===== config.mk =====
export PLATFORM = sky130hd
export DESIGN_NAME = status_led_encoder
export DESIGN_NICKNAME = d
export VERILOG_FILES = /design/src/design/status_led_encoder.v
export VERILOG_INCLUDE_DIRS = /design/src /design/src/inc
export SDC_FILE = /design/constraint.sdc
export NUM_CORES = 1
export LEC_CHECK = 0
export ABC_AREA = 0
export BUFFER_PORTS_ARGS = -buffer_cell sky130_fd_sc_hd__buf_4
export CORE_MARGIN = 3
export CORE_UTILIZATION = 40
export CTS_CLUSTER_DIAMETER = 30
export CTS_CLUSTER_SIZE = 20
export DETAILED_ROUTE_END_ITERATION = 8
export GPL_ROUTABILITY_DRIVEN = 0
export REMOVE_ABC_BUFFERS = 1
export SLEW_MARGIN = 30
export SYNTH_ARGS = -nofsm -noshare
export SYNTH_HDL_FRONTEND = slang
export SYNTH_SLANG_ARGS = --single-unit

===== constraint.sdc =====
create_clock -name i_clk -period 2.9 [get_ports i_clk]
set_input_delay 0 -clock i_clk [delete_from_list [all_inputs] [get_ports i_clk]]
set_output_delay 0 -clock i_clk [all_outputs]
set_load 0.01 [all_outputs]

===== src/inc/status_led_defines.vh =====
// constants for the fieldbus status led encoder
// assumes inclusion by bare name from design files
`ifndef STATUS_LED_DEFINES_VH
`define STATUS_LED_DEFINES_VH
// ----------------------------------------
// slave states
// ----------------------------------------
`define SLV_INIT      2'h0
`define SLV_PREOP     2'h1
`define SLV_SAFEOP    2'h2
`define SLV_OP        2'h3
// ----------------------------------------
// timing, in ns, at 125 MHz clock
// ----------------------------------------
`define CLK_PERIOD_NS 8
`define FLICKER_NS    50000000
`define BLINK_NS      200000000
`define FLASH_ON_NS   200000000
`define FLASH_OFF_NS  1000000000
`define FLICKER_CYC   (`FLICKER_NS / `CLK_PERIOD_NS)
`define BLINK_CYC     (`BLINK_NS / `CLK_PERIOD_NS)
`define FLASH_ON_CYC  (`FLASH_ON_NS / `CLK_PERIOD_NS)
`define FLASH_OFF_CYC (`FLASH_OFF_NS / `CLK_PERIOD_NS)
`endif


===== src/design/status_led_encoder.v =====
// bi-colour fieldbus status indicator encoder
// assumes state and error flags synchronous to i_clk
//
// Operation
// - green blink runs half a period out of phase with red blink; green single flash is lit in the gap slot
// - both lit at once shows red only; otherwise merge patterns
// - green: init off, preop blink, safeop single flash, op on
// - red steady on for critical comm or controller failure
// - red double flash for process data or comm watchdog timeout
// - red single flash when application changed state on local error
// - red blink for bad configuration, flicker for booting error in init
// - local or booting error sets status error indicator bit
// - red off when communication works and no error flagged
`timescale 1ns/1ps
`include "status_led_defines.vh"
module status_led_encoder #(
	parameter [31:0] FLICKER_CYC   = `FLICKER_CYC,
	parameter [31:0] BLINK_CYC     = `BLINK_CYC,
	parameter [31:0] FLASH_ON_CYC  = `FLASH_ON_CYC,
	parameter [31:0] FLASH_OFF_CYC = `FLASH_OFF_CYC
) (
	input  wire       i_clk,
	input  wire       i_arst_n,
	input  wire [1:0] i_slave_state,
	input  wire       i_crit_fail,
	input  wire       i_wdog_timeout,
	input  wire       i_local_error,
	input  wire       i_bad_config,
	input  wire       i_error_flag,
	output reg        o_led_green,
	output reg        o_led_red,
	output reg        o_al_error_ind
);
	// ----------------------------------------
	// encodings
	// ----------------------------------------
	// flash sequencer phases; the rest phase is the long dark gap
	localparam [2:0] PH_ON_A = 3'h0;
	localparam [2:0] PH_GAP  = 3'h1;
	localparam [2:0] PH_ON_B = 3'h2;
	localparam [2:0] PH_REST = 3'h3;
	// red error patterns, least to most severe
	localparam [2:0] SEV_NONE    = 3'h0;
	localparam [2:0] SEV_FLICKER = 3'h1;
	localparam [2:0] SEV_BLINK   = 3'h2;
	localparam [2:0] SEV_SINGLE  = 3'h3;
	localparam [2:0] SEV_DOUBLE  = 3'h4;
	localparam [2:0] SEV_ON      = 3'h5;

	// ----------------------------------------
	// helpers
	// ----------------------------------------
	// last cycle of a divider stage; a zero length would otherwise never wrap
	function at_end;
		input [31:0] cnt;
		input [31:0] len;
		begin
			at_end = (len == 32'h0) || (cnt >= len - 32'h1);
		end
	endfunction

	// ----------------------------------------
	// divider
	// ----------------------------------------
	// three free-running bases (flicker, blink, flash), each shared by every pattern built on it
	reg [31:0] flk_cnt_r;
	reg        flk_r;
	reg [31:0] blk_cnt_r;
	reg        blk_r;
	reg [31:0] fl_cnt_r;
	reg [2:0]  fl_ph_r;
	reg        fl_tick;
	reg [2:0]  fl_ph_nxt;
	reg [31:0] fl_len;

	always @* begin
		if (fl_ph_r == PH_REST) begin
			fl_len = FLASH_OFF_CYC;
		end else begin
			fl_len = FLASH_ON_CYC;
		end
		fl_tick = at_end(fl_cnt_r, fl_len);
		case (fl_ph_r)
			PH_ON_A: fl_ph_nxt = PH_GAP;
			PH_GAP:  fl_ph_nxt = PH_ON_B;
			PH_ON_B: fl_ph_nxt = PH_REST;
			PH_REST: fl_ph_nxt = PH_ON_A;
			default: fl_ph_nxt = PH_ON_A;
		endcase
	end

	// flicker base
	always @(posedge i_clk or negedge i_arst_n) begin
		if (!i_arst_n) begin
			flk_cnt_r <= 32'h0;
			flk_r <= 1'b0;
		end else if (at_end(flk_cnt_r, FLICKER_CYC)) begin
			flk_cnt_r <= 32'h0;
			flk_r <= ~flk_r;
		end else begin
			flk_cnt_r <= flk_cnt_r + 32'h1;
		end
	end

	// blink base, shared by red and green so they stay opposed
	always @(posedge i_clk or negedge i_arst_n) begin
		if (!i_arst_n) begin
			blk_cnt_r <= 32'h0;
			blk_r <= 1'b0;
		end else if (at_end(blk_cnt_r, BLINK_CYC)) begin
			blk_cnt_r <= 32'h0;
			blk_r <= ~blk_r;
		end else begin
			blk_cnt_r <= blk_cnt_r + 32'h1;
		end
	end

	// flash sequencer, restarts on the first lit phase after reset
	always @(posedge i_clk or negedge i_arst_n) begin
		if (!i_arst_n) begin
			fl_cnt_r <= 32'h0;
			fl_ph_r <= PH_ON_A;
		end else if (fl_tick) begin
			fl_cnt_r <= 32'h0;
			fl_ph_r <= fl_ph_nxt;
		end else begin
			fl_cnt_r <= fl_cnt_r + 32'h1;
		end
	end

	// ----------------------------------------
	// patterns
	// ----------------------------------------
	// green uses the opposite slots so it is lit while red's slots are dark
	reg red_blink;
	reg red_flicker;
	reg red_single;
	reg red_double;
	reg grn_blink;
	reg grn_single;

	always @* begin
		red_blink = blk_r;
		red_flicker = flk_r;
		red_single = (fl_ph_r == PH_ON_A);
		red_double = (fl_ph_r == PH_ON_A) || (fl_ph_r == PH_ON_B);
		grn_blink = ~blk_r;
		grn_single = (fl_ph_r == PH_GAP);
	end

	// ----------------------------------------
	// run indicator
	// ----------------------------------------
	reg green_req;

	always @* begin
		case (i_slave_state)
			`SLV_INIT:   green_req = 1'b0;
			`SLV_PREOP:  green_req = grn_blink;
			`SLV_SAFEOP: green_req = grn_single;
			`SLV_OP:     green_req = 1'b1;
			default:     green_req = 1'b0;
		endcase
	end

	// ----------------------------------------
	// error indicator
	// ----------------------------------------
	// only one error pattern is shown; weaker ones stay hidden until cleared
	reg       red_req;
	reg       boot_err;
	reg [2:0] sev;

	always @* begin
		boot_err = (i_slave_state == `SLV_INIT) && i_error_flag;
		if (i_crit_fail) begin
			sev = SEV_ON;
		end else if (i_wdog_timeout) begin
			sev = SEV_DOUBLE;
		end else if (i_local_error) begin
			sev = SEV_SINGLE;
		end else if (i_bad_config) begin
			sev = SEV_BLINK;
		end else if (boot_err) begin
			sev = SEV_FLICKER;
		end else begin
			sev = SEV_NONE;
		end

		case (sev)
			SEV_ON:      red_req = 1'b1;
			SEV_DOUBLE:  red_req = red_double;
			SEV_SINGLE:  red_req = red_single;
			SEV_BLINK:   red_req = red_blink;
			SEV_FLICKER: red_req = red_flicker;
			SEV_NONE:    red_req = 1'b0;
			default:     red_req = 1'b0;
		endcase
	end

	// ----------------------------------------
	// outputs
	// ----------------------------------------
	always @(posedge i_clk or negedge i_arst_n) begin
		if (!i_arst_n) begin
			o_led_green <= 1'b0;
			o_led_red <= 1'b0;
			o_al_error_ind <= 1'b0;
		end else begin
			o_led_red <= red_req;
			o_led_green <= green_req & ~red_req;
			o_al_error_ind <= i_local_error | boot_err;
		end
	end
endmodule


# Word level (Yosys, flattened, before mapping)
# Index checks and enable logic that the tools add are counted.
# W data, S select, Z words.
[classes]
order_cmp = 3
n_mux = 12
addsub = 4
bitwise = 5
n_div = 0
mul = 0
n_shift = 0
n_eq_ne = 11
n_reduce_logical = 6
[op_table]
columns = ["operator", "count"]
rows = [
  ["$add A32 B1 Y32 const B", 3],
  ["$mux W32", 3],
  ["$ge A32 B23 Y1 const B", 1],
  ["$ge A32 B25 Y1 const B", 1],
  ["$ge A32 B32 Y1", 1],
  ["$logic_not A32 Y1", 1],
  ["$sub A32 B1 Y32 const B", 1],
  ["$mux W27", 1],
  ["$eq A3 B2 Y1 const B", 4],
  ["$eq A3 B1 Y1 const B", 2],
  ["$eq A3 B3 Y1 const B", 2],
  ["$mux W3", 2],
  ["$pmux W2 S3", 1],
  ["$pmux W1 S5", 1],
  ["$eq A2 B2 Y1 const B", 2],
  ["$mux W2", 2],
  ["$pmux W1 S4", 1],
  ["$logic_not A3 Y1", 1],
  ["$not A1 Y1", 3],
  ["$eq A2 B1 Y1 const B", 1],
  ["$logic_not A2 Y1", 1],
  ["$logic_or A1 B1 Y1", 2],
  ["$and A1 B1 Y1", 1],
  ["$logic_and A1 B1 Y1", 1],
  ["2 further kinds", 2],
]
[totals]
memories = 0
out_inout_bits = 3
input_bits = 9
register_bits = 104
rom_bits = 0
wordCells = 50
ram_bits = 0
latchBits = 0

# Longest topological paths before layout
# Gate-level depths: netlist of run 1.
[depth]
depth_word = 11
mapped_depth = 9
depth_no_buf = 8

# Worst setup path after synthesis of run 1
# Ideal clock, no wire load.
[synth_path]
path_kind = "reg2reg"
start = "register fl_ph_r[0]"
end = "register fl_cnt_r[10]"
t_arrival_ps = 2089
required_time_ps = 2764
setup_slack_ps = 674
period_less_slack_ps = 2226
path_buffers = 1
stages_incl_launch_ff = 10
setup_time_ps = 136
path_cell_list = "dfrtp_1 > ha_1 > inv_1 > ha_1 > nand3_1 > o211ai_1 > nand3_1 > a21boi_1 > buf_2 > nor3_1"
[synth_between]
elab_chain_len = 6
word_cells_on_any_way = 7
cone_classes = "add/sub (1); order compare (1); eq/ne (1); mux (2); reduce/logical (2)"
[synth_lines]
columns = ["item", "line", "rtl"]
rows = [
  ["start, declared", "status_led_encoder.v:71", "reg [2:0] fl_ph_r;"],
  ["start signal, assigned", "status_led_encoder.v:125", "fl_ph_r <= fl_ph_nxt;"],
  ["$eq A3 B2 Y1 (*)", "status_led_encoder.v:77", "if (fl_ph_r == PH_REST) begin"],
  ["$mux W27 (*)", "status_led_encoder.v:77", ""],
  ["$sub A32 B1 Y32", "status_led_encoder.v:58", "at_end = (len == 32'h0) || (cnt >= len - 32'h1);"],
  ["$ge A32 B32 Y1", "status_led_encoder.v:58", ""],
  ["$logic_or A1 B1 Y1 (*)", "status_led_encoder.v:58", ""],
  ["$mux W32 (*)", "status_led_encoder.v:123", "end else if (fl_tick) begin"],
  ["end signal, assigned", "status_led_encoder.v:127", "fl_cnt_r <= fl_cnt_r + 32'h1;"],
  ["end, declared", "status_led_encoder.v:70", "reg [31:0] fl_cnt_r;"],
]
# Every way passes the cells marked *; elsewhere a longest branch is shown, timed or not.
# A chain may end at the register's enable or synchronous reset.

# Worst setup path after layout of run 1
[layout_path]
start = "register flk_cnt_r[8]"
end = "register flk_cnt_r[8]"
[layout_between]
elab_chain_len = 2
word_cells_on_any_way = 3
cone_classes = "add/sub (1); order compare (1); mux (1)"
[layout_lines]
columns = ["item", "line", "rtl"]
rows = [
  ["start, declared", "status_led_encoder.v:66", "reg [31:0] flk_cnt_r;"],
  ["start signal, assigned", "status_led_encoder.v:101", "flk_cnt_r <= flk_cnt_r + 32'h1;"],
  ["$add A32 B1 Y32 or $ge A32 B23 Y1 (tied branches)", "status_led_encoder.v:101, status_led_encoder.v:58", ""],
  ["$mux W32 (*)", "status_led_encoder.v:97", "end else if (at_end(flk_cnt_r, FLICKER_CYC)) begin"],
]
# Marked as above.

==> results of run 1 <==
## cells in the final DEF (no fill, tap or decap), types with 3 or more instances in the layout
cell type,n
xor2_1,55
inv_1,8
nor3_1,35
a21oi_1,6
xnor2_1,15
nor3b_1,4
o21ai_0,4
dfrtp_1,103
nand3_1,28
conb_1,20
ha_1,14
and2_1,4
and4_1,7
dlygate4sd3_1,6
nand4_1,27
nor4_1,8
nand2_1,28
buf_4,18
nor2_1,61
and3_1,8
a41oi_1,3
clkinv_4,4
clkbuf_16,9
## worst reg2reg max path, delay by kind of cell, from the launching register on
kind / cells / cell delay [ns]
AO/OA/AOI/OAI: 3 / 0.95
AND/OR/NAND/NOR: 2 / 0.65
flip-flops: 1 / 0.42
buffers and inverters: 1 / 0.34
## power by group through the flow
stage               combinational, mW  clock [mW]  sequential (mW)
floorplan                       0.137           0             1.53
global placement                0.225           0             1.54
detailed placement              0.237           0             1.54
CTS                             0.252        1.18             1.51
global route                    0.287        1.25             1.52
finish                          0.246        1.13             1.51
## cells by family (layout without fill, tap and decap cells)
kind of cell / Yosys count / after routing
xor gates and xnor gates: 70 / 70
DFF: 103 / 103
adders and majority gates: 14 / 14
AOI/OAI and AO/OA: 28 / 28
buffers and inverters: 19 / 49
other: 1 / 20
and+or+nand+nor: 224 / 224
## state kept, by name, summed over array words and instances (netlist names)
register        flops
o_led_red           1
o_al_error_ind      1
flk_cnt_r          32
o_led_green         1
fl_ph_r             2
blk_cnt_r          32
fl_cnt_r           32
flk_r               1
blk_r               1
## metal layers
layer	up-vias	global-route usage, %	part of all wire, %
li1	1683	-	-
met1	1651	17.98	47
met2	41	23.84	49
met3	6	4.386	3.1
met4	0	3.944	0.89
met5	-	0	0
## how the worst max path moves through the flow
stage | from | end | slack, ns | cells after the start
finish | flk_cnt_r[8] | flk_cnt_r[8] | 0.48 | 6
global route | fl_ph_r[0] | fl_cnt_r[12] | 0.26 | 7
CTS | flk_cnt_r[8] | flk_cnt_r[8] | 0.46 | 6
detailed placement | flk_cnt_r[0] | flk_cnt_r[7] | 0.47 | 7
global placement | flk_cnt_r[8] | flk_cnt_r[4] | 0.57 | 6
floorplan | fl_ph_r[0] | fl_cnt_r[1] | 0.23 | 8
## per-stage QoR
step	instance area, um^2	instances
floorplan	4822	467
global placement	5160	629
detailed placement	5160	629
CTS	5503	651
global route	5503	651
finish	5503	651
## area by class of cell
cell class              instances  area share, %
flip-flops and latches        103          46.84
well taps                     143          3.251
clock buffers                   9          4.093
inverters                       8         0.5457
clock inverters                 7          1.046
repair buffers                 25          3.911
multi-input cells             356          40.31
==> results.toml, run 1 <==
[route]
antenna_left = 0
drc_errors = 0
wl_per_cell_um = 13.18
drt_first_pass_iters = 4
vias = 3381
via_per_inst = 5.194
detail_route.iter0.violations = 180
drt_wl_total_um = 8583

[min_path]
hp-start = "i_slave_state[1]"
hold_end = "o_al_error_ind"
worstHoldPathCells = 3
holdCritPathClass = "input pin to register"

[finish]
layout.area.seq_mm2 = 0.002577
multiInputGateArea_mm2 = 0.002218
utilization_pct = 47.58
fin_nets = 526
drive_gt1_share_pct = 8.858
fill_cells = 1074
area_growth_pct = 14.41
antenna_cells = 0

[logic_synthesis]
synth.most_common_cell = "dfrtp_1"
yosysWarningCount = 0
synthAdderAreaFrac_pct = 3.642
synth-main-ff-cell = "dfrtp_1"
ys_ff_latch = 103
synth_top_family_by_area = "simple AND/OR/NAND/NOR gates"
synth_xor_xnor_area_share_pct = 12.75
syn_area_mm2 = 0.004810
yosys-top-cells-area = "dfrtp_1, xor2_1, nor2_1"
yosys.area_share.simple_pct = 23.70
netlist_instances = 459
synth_compound_area_share_pct = 4.396
synth_top_cell_by_area = "dfrtp_1"
muxShareOfSynthArea_pct = 0
synth-edff-count = 0
yosysUniqueCellTypes = 43
ys_async_sr_fraction_pct = 100.0
avgSynthCellArea_um2 = 10.48
synth-seq-area-share_pct = 53.59
synthTopCellsByCount = "dfrtp_1, nor2_1, xor2_1"
synth_top_area_share_pct = 53.59

[floorplanning]
die_area_mm2 = 0.01338
io_pins = 12
start_util_pct = 41.59
num_rows = 39
fp.dieW_um = 115.7
coreArea_mm2 = 0.01156
die_h_um = 115.7

[clock_network]
clk_path_buf_depth = 2
cts_tree = "built"
cts_buffers = 9
clk_latency_ns = 0.35
cts_setup_buffers = 0
cts.sinks = 103
clk_pin_slew_worst_paths_ns = 0.07
cts-root-buf = "clkbuf_16"
cts-hold-fix-buffers = 6
htreeDepth = 3
cts_resized = 0

[setup_path]
crit_path_top_delay_cell = "or4_1"
worstPathBufferInverterCount = 1
cp-end-kind = "register"
reg2reg_depth = 6
path_delay_family = "compound AO/OA/AOI/OAI gates"
r2r_slack_ns = 0.48
r2r-end = "flk_cnt_r[8]"
critical_path_class = "register to register"
timing.rr.start = "flk_cnt_r[8]"
path_max_fanout = 15
worstPathRequired_ns = 3.18
cp_cell_sequence = "or4_1 > o311a_1 > a211oi_2 > o2111ai_2 > buf_4 > nor2_1"
critPathLaunchType = "register"
arrival_ns = 2.69
slowest_delay_ns = 0.53

[power]
power.total_mw = 2.888
pwr-share-comb_pct = 8.5
power_density_mw_per_mm2 = 524.9
pwr-share-clk_pct = 39.3
p_leak_nw = 2.277
irDropWorstVdd_uv = 365.1
pwr-share-seq_pct = 52.2
power.internal_mw = 2.173
switchingPower_mw = 0.7154
p_sw_share_pct = 24.77

[global_route]
grt_max_degree = 55
track_usage_pct = 14.24
overflow = 0
grt_pass1_vias = 3303
grt_pass1_wl_um = 15210
antenna_found_initial = 0

[sta]
maxSlewHeadroom_pct = 43.27
layout_setup_ws_ns = 0.4819
max_freq_ghz = 0.4136
setup_tns_ns = 0
post-route-min-period_ns = 2.418
setup-violations-final = 0
rsz0062_at_grt = "no"
hold_viol = 0
slew_viol_final = 0
tightest_slew_ns = 0.8445
fin_crit_sh_pct = 83.38
hold_ws_ns = 0.09369
skew_ns = 0.007277

[placed_design]
dpl.hpwl_um = 5726
numPortBuffers = 11
place_ws_ns = 0.4673

[run_status]
outcome = "complete, no violations"

[flow_run]
cap_violations = 0
(Power assumes the default switching activity.)
==> inputs of run 2 (changes only) <==
==> constraint.sdc (replaced) <==
create_clock -name i_clk -period 2.1 [get_ports i_clk]
set_input_delay 0 -clock i_clk [delete_from_list [all_inputs] [get_ports i_clk]]
set_output_delay 0 -clock i_clk [all_outputs]
set_load 0.01 [all_outputs]
==> run 2 against run 1 <==
Compared with the run above: first-iteration DRC count down 11%; power up 45%; critical path type unchanged; clock skew down 0.0021 ns; highest routed layer unchanged; largest cell class unchanged.
==> results.toml, run 2 (synthesis gave the netlist of run 1 again) <==
[setup_path]
path_max_fanout = 6
worstPathRequired_ns = 2.33
cp-end-kind = "register"
critPathLaunchType = "register"
arrival_ns = 2.31
critical_path_class = "register to register"
r2r_slack_ns = 0.02

[global_route]
grt_max_degree = 53
grt_pass1_vias = 3491
track_usage_pct = 15.22
grt_pass1_wl_um = 16350
antenna_found_initial = 0
overflow = 0

[sta]
skew_ns = 0.005189
fin_crit_sh_pct = 99.21
setup-violations-final = 0
rsz0062_at_grt = "yes"
setup_tns_ns = 0
post-route-min-period_ns = 2.083
hold_viol = 0
max_freq_ghz = 0.4800
slew_viol_final = 0
layout_setup_ws_ns = 0.01656
maxSlewHeadroom_pct = 55.29
tightest_slew_ns = 0.6707

[finish]
fin_nets = 555
top_regs = "blk_cnt_r (32), fl_cnt_r (32), flk_cnt_r (32)"
drive_gt1_share_pct = 16.57
mostFrequentLayoutCell = "dfrtp_1"
layout.area.seq_mm2 = 0.002577
area_growth_pct = 22.89
mostFrequentLayoutCells = "dfrtp_1, xor2_1, nor2_1, buf_4, nor3_1"
fill_cells = 1031
multiInputGateArea_mm2 = 0.002342
antenna_cells = 0

[floorplanning]
num_rows = 39
start_util_pct = 41.59
fp.dieW_um = 115.7
die_area_mm2 = 0.01338
coreArea_mm2 = 0.01156
io_pins = 12
die_h_um = 115.7

[placed_design]
dpl.hpwl_um = 6132
place_ws_ns = -0.04357
numPortBuffers = 11

[clock_network]
cts.sinks = 103
cts_tree = "built"
htreeDepth = 3
cts_buffers = 9
cts-root-buf = "clkbuf_16"
clk_latency_ns = 0.35
clk_pin_slew_worst_paths_ns = 0.07
clk_path_buf_depth = 2

[route]
vias = 3428
drt_wl_total_um = 9313
drt_first_pass_iters = 4
wl_per_cell_um = 13.70
detail_route.iter0.violations = 161
via_per_inst = 5.041
antenna_left = 0
drc_errors = 0

[run_status]
outcome = "complete, no violations"

[power]
irDropWorstVdd_uv = 538.9
p_leak_nw = 2.436
power_density_mw_per_mm2 = 708.6

[min_path]
holdCritPathClass = "input pin to register"

[flow_run]
cap_violations = 0
## run 2: cell count changes in the layout (fill, tap and decap cells not counted), sizes merged
cell,previous run,this run
clkbuf,9,10
bufinv,0,1
buf,19,47
clkinvlp,0,3
clkinv,5,1
## run 2: layer usage
metal / part of all wire (%) / vias up / GRT usage (%)
met3: 2.1 / 12 / 3.916
met4: 1.4 / 0 / 4.872
met5: 0 / - / 0
li1: - / 1733 / -
met1: 47 / 1663 / 19.70
met2: 50 / 20 / 25.15
## run 2: per-stage QoR
stage | power [mW] | hold WS (ns) | cells | instance area (um^2) | util [%]
after floorplan | 2.304 | -0.2956 | 467 | 4822 | -
after global placement | 2.470 | 0.08757 | 650 | 5330 | 46.09
after detailed placement | 2.478 | 0.09267 | 650 | 5330 | 46.09
after CTS | 4.212 | 0.08105 | 674 | 5724 | 49.50
after global routing | 4.391 | 0.1096 | 680 | 5911 | 51.11
final | 4.188 | 0.09698 | 680 | 5911 | 51.11
## run 2: timing repair
action / 4_1_cts / 5_1_grt
resized for setup: 3 / 30
endpoints found under the setup margin: 21 / 79
pin swaps: 2 / 2
buffers inserted: 1 / 4
hold buffers: 6 / 0
hold endpoints to repair: 52 / 0
gates cloned: 1 / 2
## run 2: cell type report
type / instances / area share [%]
clock buffers: 9 / 3.810
repair buffers: 54 / 8.086
flip-flops and latches: 103 / 43.61
multi-input cells: 356 / 39.63
inverters: 8 / 0.5080
well taps: 143 / 3.027
clock inverters: 7 / 1.334
## run 2: power breakdown
group          total (mW)  leakage [nW]  internal, mW  switching [mW]
combinational       0.415         0.924         0.189           0.226
sequential           2.08          1.37          2.04          0.0426
clock                1.69         0.139         0.934           0.755
total                4.19          2.44          3.16            1.02
## run 2: worst max-delay path: stages, from the launching register on
cell	delay [ns]
dfrtp_1	0.40
ha_4	0.18
inv_1	0.10
ha_1	0.30
nand4b_1	0.11
nor2_2	0.19
nand3_2	0.13
a21boi_4	0.30
clkbuf_16	0.21
nor3_1	0.05
## run 2: path summary, 6_finish.rpt
kind | startpoint | to | cells after the start
min reg2reg | blk_cnt_r[0] | blk_cnt_r[0] | 1
max reg2reg | fl_ph_r[0] | fl_cnt_r[21] | 9
max | fl_ph_r[0] | fl_cnt_r[21] | 9
max in group asynchronous | i_arst_n | fl_cnt_r[15] | 3
min in group asynchronous | i_arst_n | flk_cnt_r[4] | 2
min | i_slave_state[0] | o_al_error_ind | 3
==> inputs of run 3 (changes only) <==
--- a/config.mk
+++ b/config.mk
@@ -7,13 +7,14 @@
 export NUM_CORES = 1
 export LEC_CHECK = 0
 export ABC_AREA = 0
-export BUFFER_PORTS_ARGS = -buffer_cell sky130_fd_sc_hd__buf_4
 export CORE_MARGIN = 3
 export CORE_UTILIZATION = 40
 export CTS_CLUSTER_DIAMETER = 30
 export CTS_CLUSTER_SIZE = 20
 export DETAILED_ROUTE_END_ITERATION = 8
+export DONT_BUFFER_PORTS = 1
 export GPL_ROUTABILITY_DRIVEN = 0
+export MAX_ROUTING_LAYER = met4
 export REMOVE_ABC_BUFFERS = 1
 export SLEW_MARGIN = 30
 export SYNTH_ARGS = -nofsm -noshare
==> constraint.sdc (replaced) <==
create_clock -name i_clk -period 2.1 [get_ports i_clk]
set_input_delay 0 -clock i_clk [delete_from_list [all_inputs] [get_ports i_clk]]
set_output_delay 0 -clock i_clk [all_outputs]
set_load 0.1 [all_outputs]
==> run 3 against run 2 <==
Compared with the run above: the run now ends with negative hold slack left; largest power group unchanged; clock power is essentially flat; worst setup slack gained 0.091 ns; clock skew grew 0.0012 ns; critical path type unchanged; wire length shrank 3.0%; worst hold slack lost 0.75 ns; utilization shrank 2.8 points; power shrank 0.67%; non-clock buffer count shrank 26; clock-buffer cell count is the same.
==> results.toml, run 3 (synthesis gave the netlist of run 1 again) <==
[finish]
mostFrequentLayoutCell = "dfrtp_1"
fill_cells = 1046
mostFrequentLayoutCells = "dfrtp_1, nor2_1, xor2_1, nor3_1, nand3_1"
area_growth_pct = 16.05
design_area_mm2 = 0.005582
fin_cells = 654
utilization_pct = 48.26
antenna_cells = 0
fin_nets = 529
top_regs = "blk_cnt_r (32), fl_cnt_r (32), flk_cnt_r (32)"
drive_gt1_share_pct = 10.57

[global_route]
grt_pass1_vias = 3287
grt_max_degree = 104
grt_pass1_wl_um = 15480
antenna_found_initial = 0
overflow = 0
track_usage_pct = 14.99

[floorplanning]
num_rows = 39
start_util_pct = 41.59
fp.dieW_um = 115.7
die_area_mm2 = 0.01338
io_pins = 12
coreArea_mm2 = 0.01156
die_h_um = 115.7

[power]
switchingPower_mw = 1.035
irDropWorstVdd_uv = 489.7
pwr-share-seq_pct = 51.7
p_leak_nw = 2.305
power_density_mw_per_mm2 = 745.3
pwr-share-clk_pct = 40.7
p_sw_share_pct = 24.88
pwr-share-comb_pct = 7.6
power.internal_mw = 3.125

[clock_network]
cts-hold-fix-buffers = 5
cts_buffers = 9
cts-root-buf = "clkbuf_16"
cts_setup_buffers = 0
clk_pin_slew_worst_paths_ns = 0.07
clk_latency_ns = 0.35
cts_tree = "built"
cts.sinks = 103
clk_path_buf_depth = 2
htreeDepth = 3

[route]
antenna_left = 0
drt_first_pass_iters = 4
drc_errors = 0
via_per_inst = 5.124
detail_route.iter0.violations = 232
wl_per_cell_um = 13.81
vias = 3351
drt_wl_total_um = 9032

[placed_design]
placed_area_mm2 = 0.005190
dpl.hpwl_um = 5810
dp.cells = 633
numPortBuffers = 0
place_ws_ns = 0.02524

[sta]
hold_viol = 103
tightest_slew_ns = 0.9220
hold_ws_ns = -0.6523
layout_setup_ws_ns = 0.1078
skew_ns = 0.006359
setup-violations-final = 0
max_freq_ghz = 0.5020
fin_crit_sh_pct = 94.87
post-route-min-period_ns = 1.992
slew_viol_final = 0
maxSlewHeadroom_pct = 38.57

[setup_path]
crit_path_top_delay_cell = "or4_1"
path_delay_family = "compound AO/OA/AOI/OAI gates"
arrival_ns = 2.27
worstPathBufferInverterCount = 1
slowest_delay_ns = 0.52
critPathLaunchType = "register"
critical_path_class = "register to register"
path_max_fanout = 16
cp-end-kind = "register"
cp_cell_sequence = "or4_1 > o311a_1 > a211oi_2 > o2111ai_2 > buf_6 > nor2_1"
worstPathRequired_ns = 2.37

[run_status]
violations = "negative hold slack"
outcome = "complete, but fails checks"

[min_path]
holdCritPathClass = "input pin to asynchronous set/reset pin"

[flow_run]
cap_violations = 0
[run 3: cell type report]
class	count	area (um^2)	share of cell area, %
clock buffer	9	225.2	4.035
clock inverter	7	82.58	1.479
inverter	8	30.03	0.5380
multi-input combinational	356	2241	40.15
sequential	103	2577	46.18
tap	143	178.9	3.206
timing repair buffer	28	246.5	4.416
[run 3: per-stage QoR]
step | hold slack [ns] | setup TNS (ns) | total power, mW
final | -0.6523 | 0 | 4.160
after detailed placement | -0.2881 | 0 | 2.481
after floorplan | -0.2956 | -16.49 | 2.375
after CTS | -0.6745 | 0 | 4.222
after global placement | -0.2884 | 0 | 2.472
after global routing | -0.6820 | -0.001150 | 4.345
[run 3: routing by layer]
layer / track usage (%) / wire [um] / up-vias
li1: - / - / 1687
met1: 18.60 / 4166 / 1621
met2: 23.77 / 4415 / 33
met3: 4.125 / 330 / 10
met4: 5.182 / 121 / 0
met5: - / 0 / -
[run 3: power groups by stage]
| stage | Combinational [mW] | Clock (mW) | Sequential [mW] |
|---|---|---|---|
| after global placement | 0.285 | 0 | 2.19 |
| after floorplan | 0.189 | 0 | 2.19 |
| after detailed placement | 0.291 | 0 | 2.19 |
| after global routing | 0.361 | 1.83 | 2.16 |
| after CTS | 0.310 | 1.76 | 2.15 |
| final | 0.317 | 1.69 | 2.15 |
[run 3: path summary, 6_finish.rpt]
check / start / to / slack (ns) / cells after the start
min in group i_clk: i_wdog_timeout / o_led_green / 0.02 / 4
hold / removal: i_arst_n / flk_cnt_r[3] / -0.65 / 0
setup reg to reg: flk_cnt_r[8] / flk_cnt_r[22] / 0.11 / 6
setup / recovery: flk_cnt_r[8] / flk_cnt_r[22] / 0.11 / 6
hold reg to reg: blk_cnt_r[0] / blk_cnt_r[0] / 0.49 / 1
max in group asynchronous: i_arst_n / flk_cnt_r[19] / 2.61 / 0
[run 3: timing repair]
item                                    in CTS  in global routing
hold endpoints to repair                   106                103
endpoints found under the setup margin       3                 50
pin swaps                                    0                  2
gates resized for setup                      2                  8
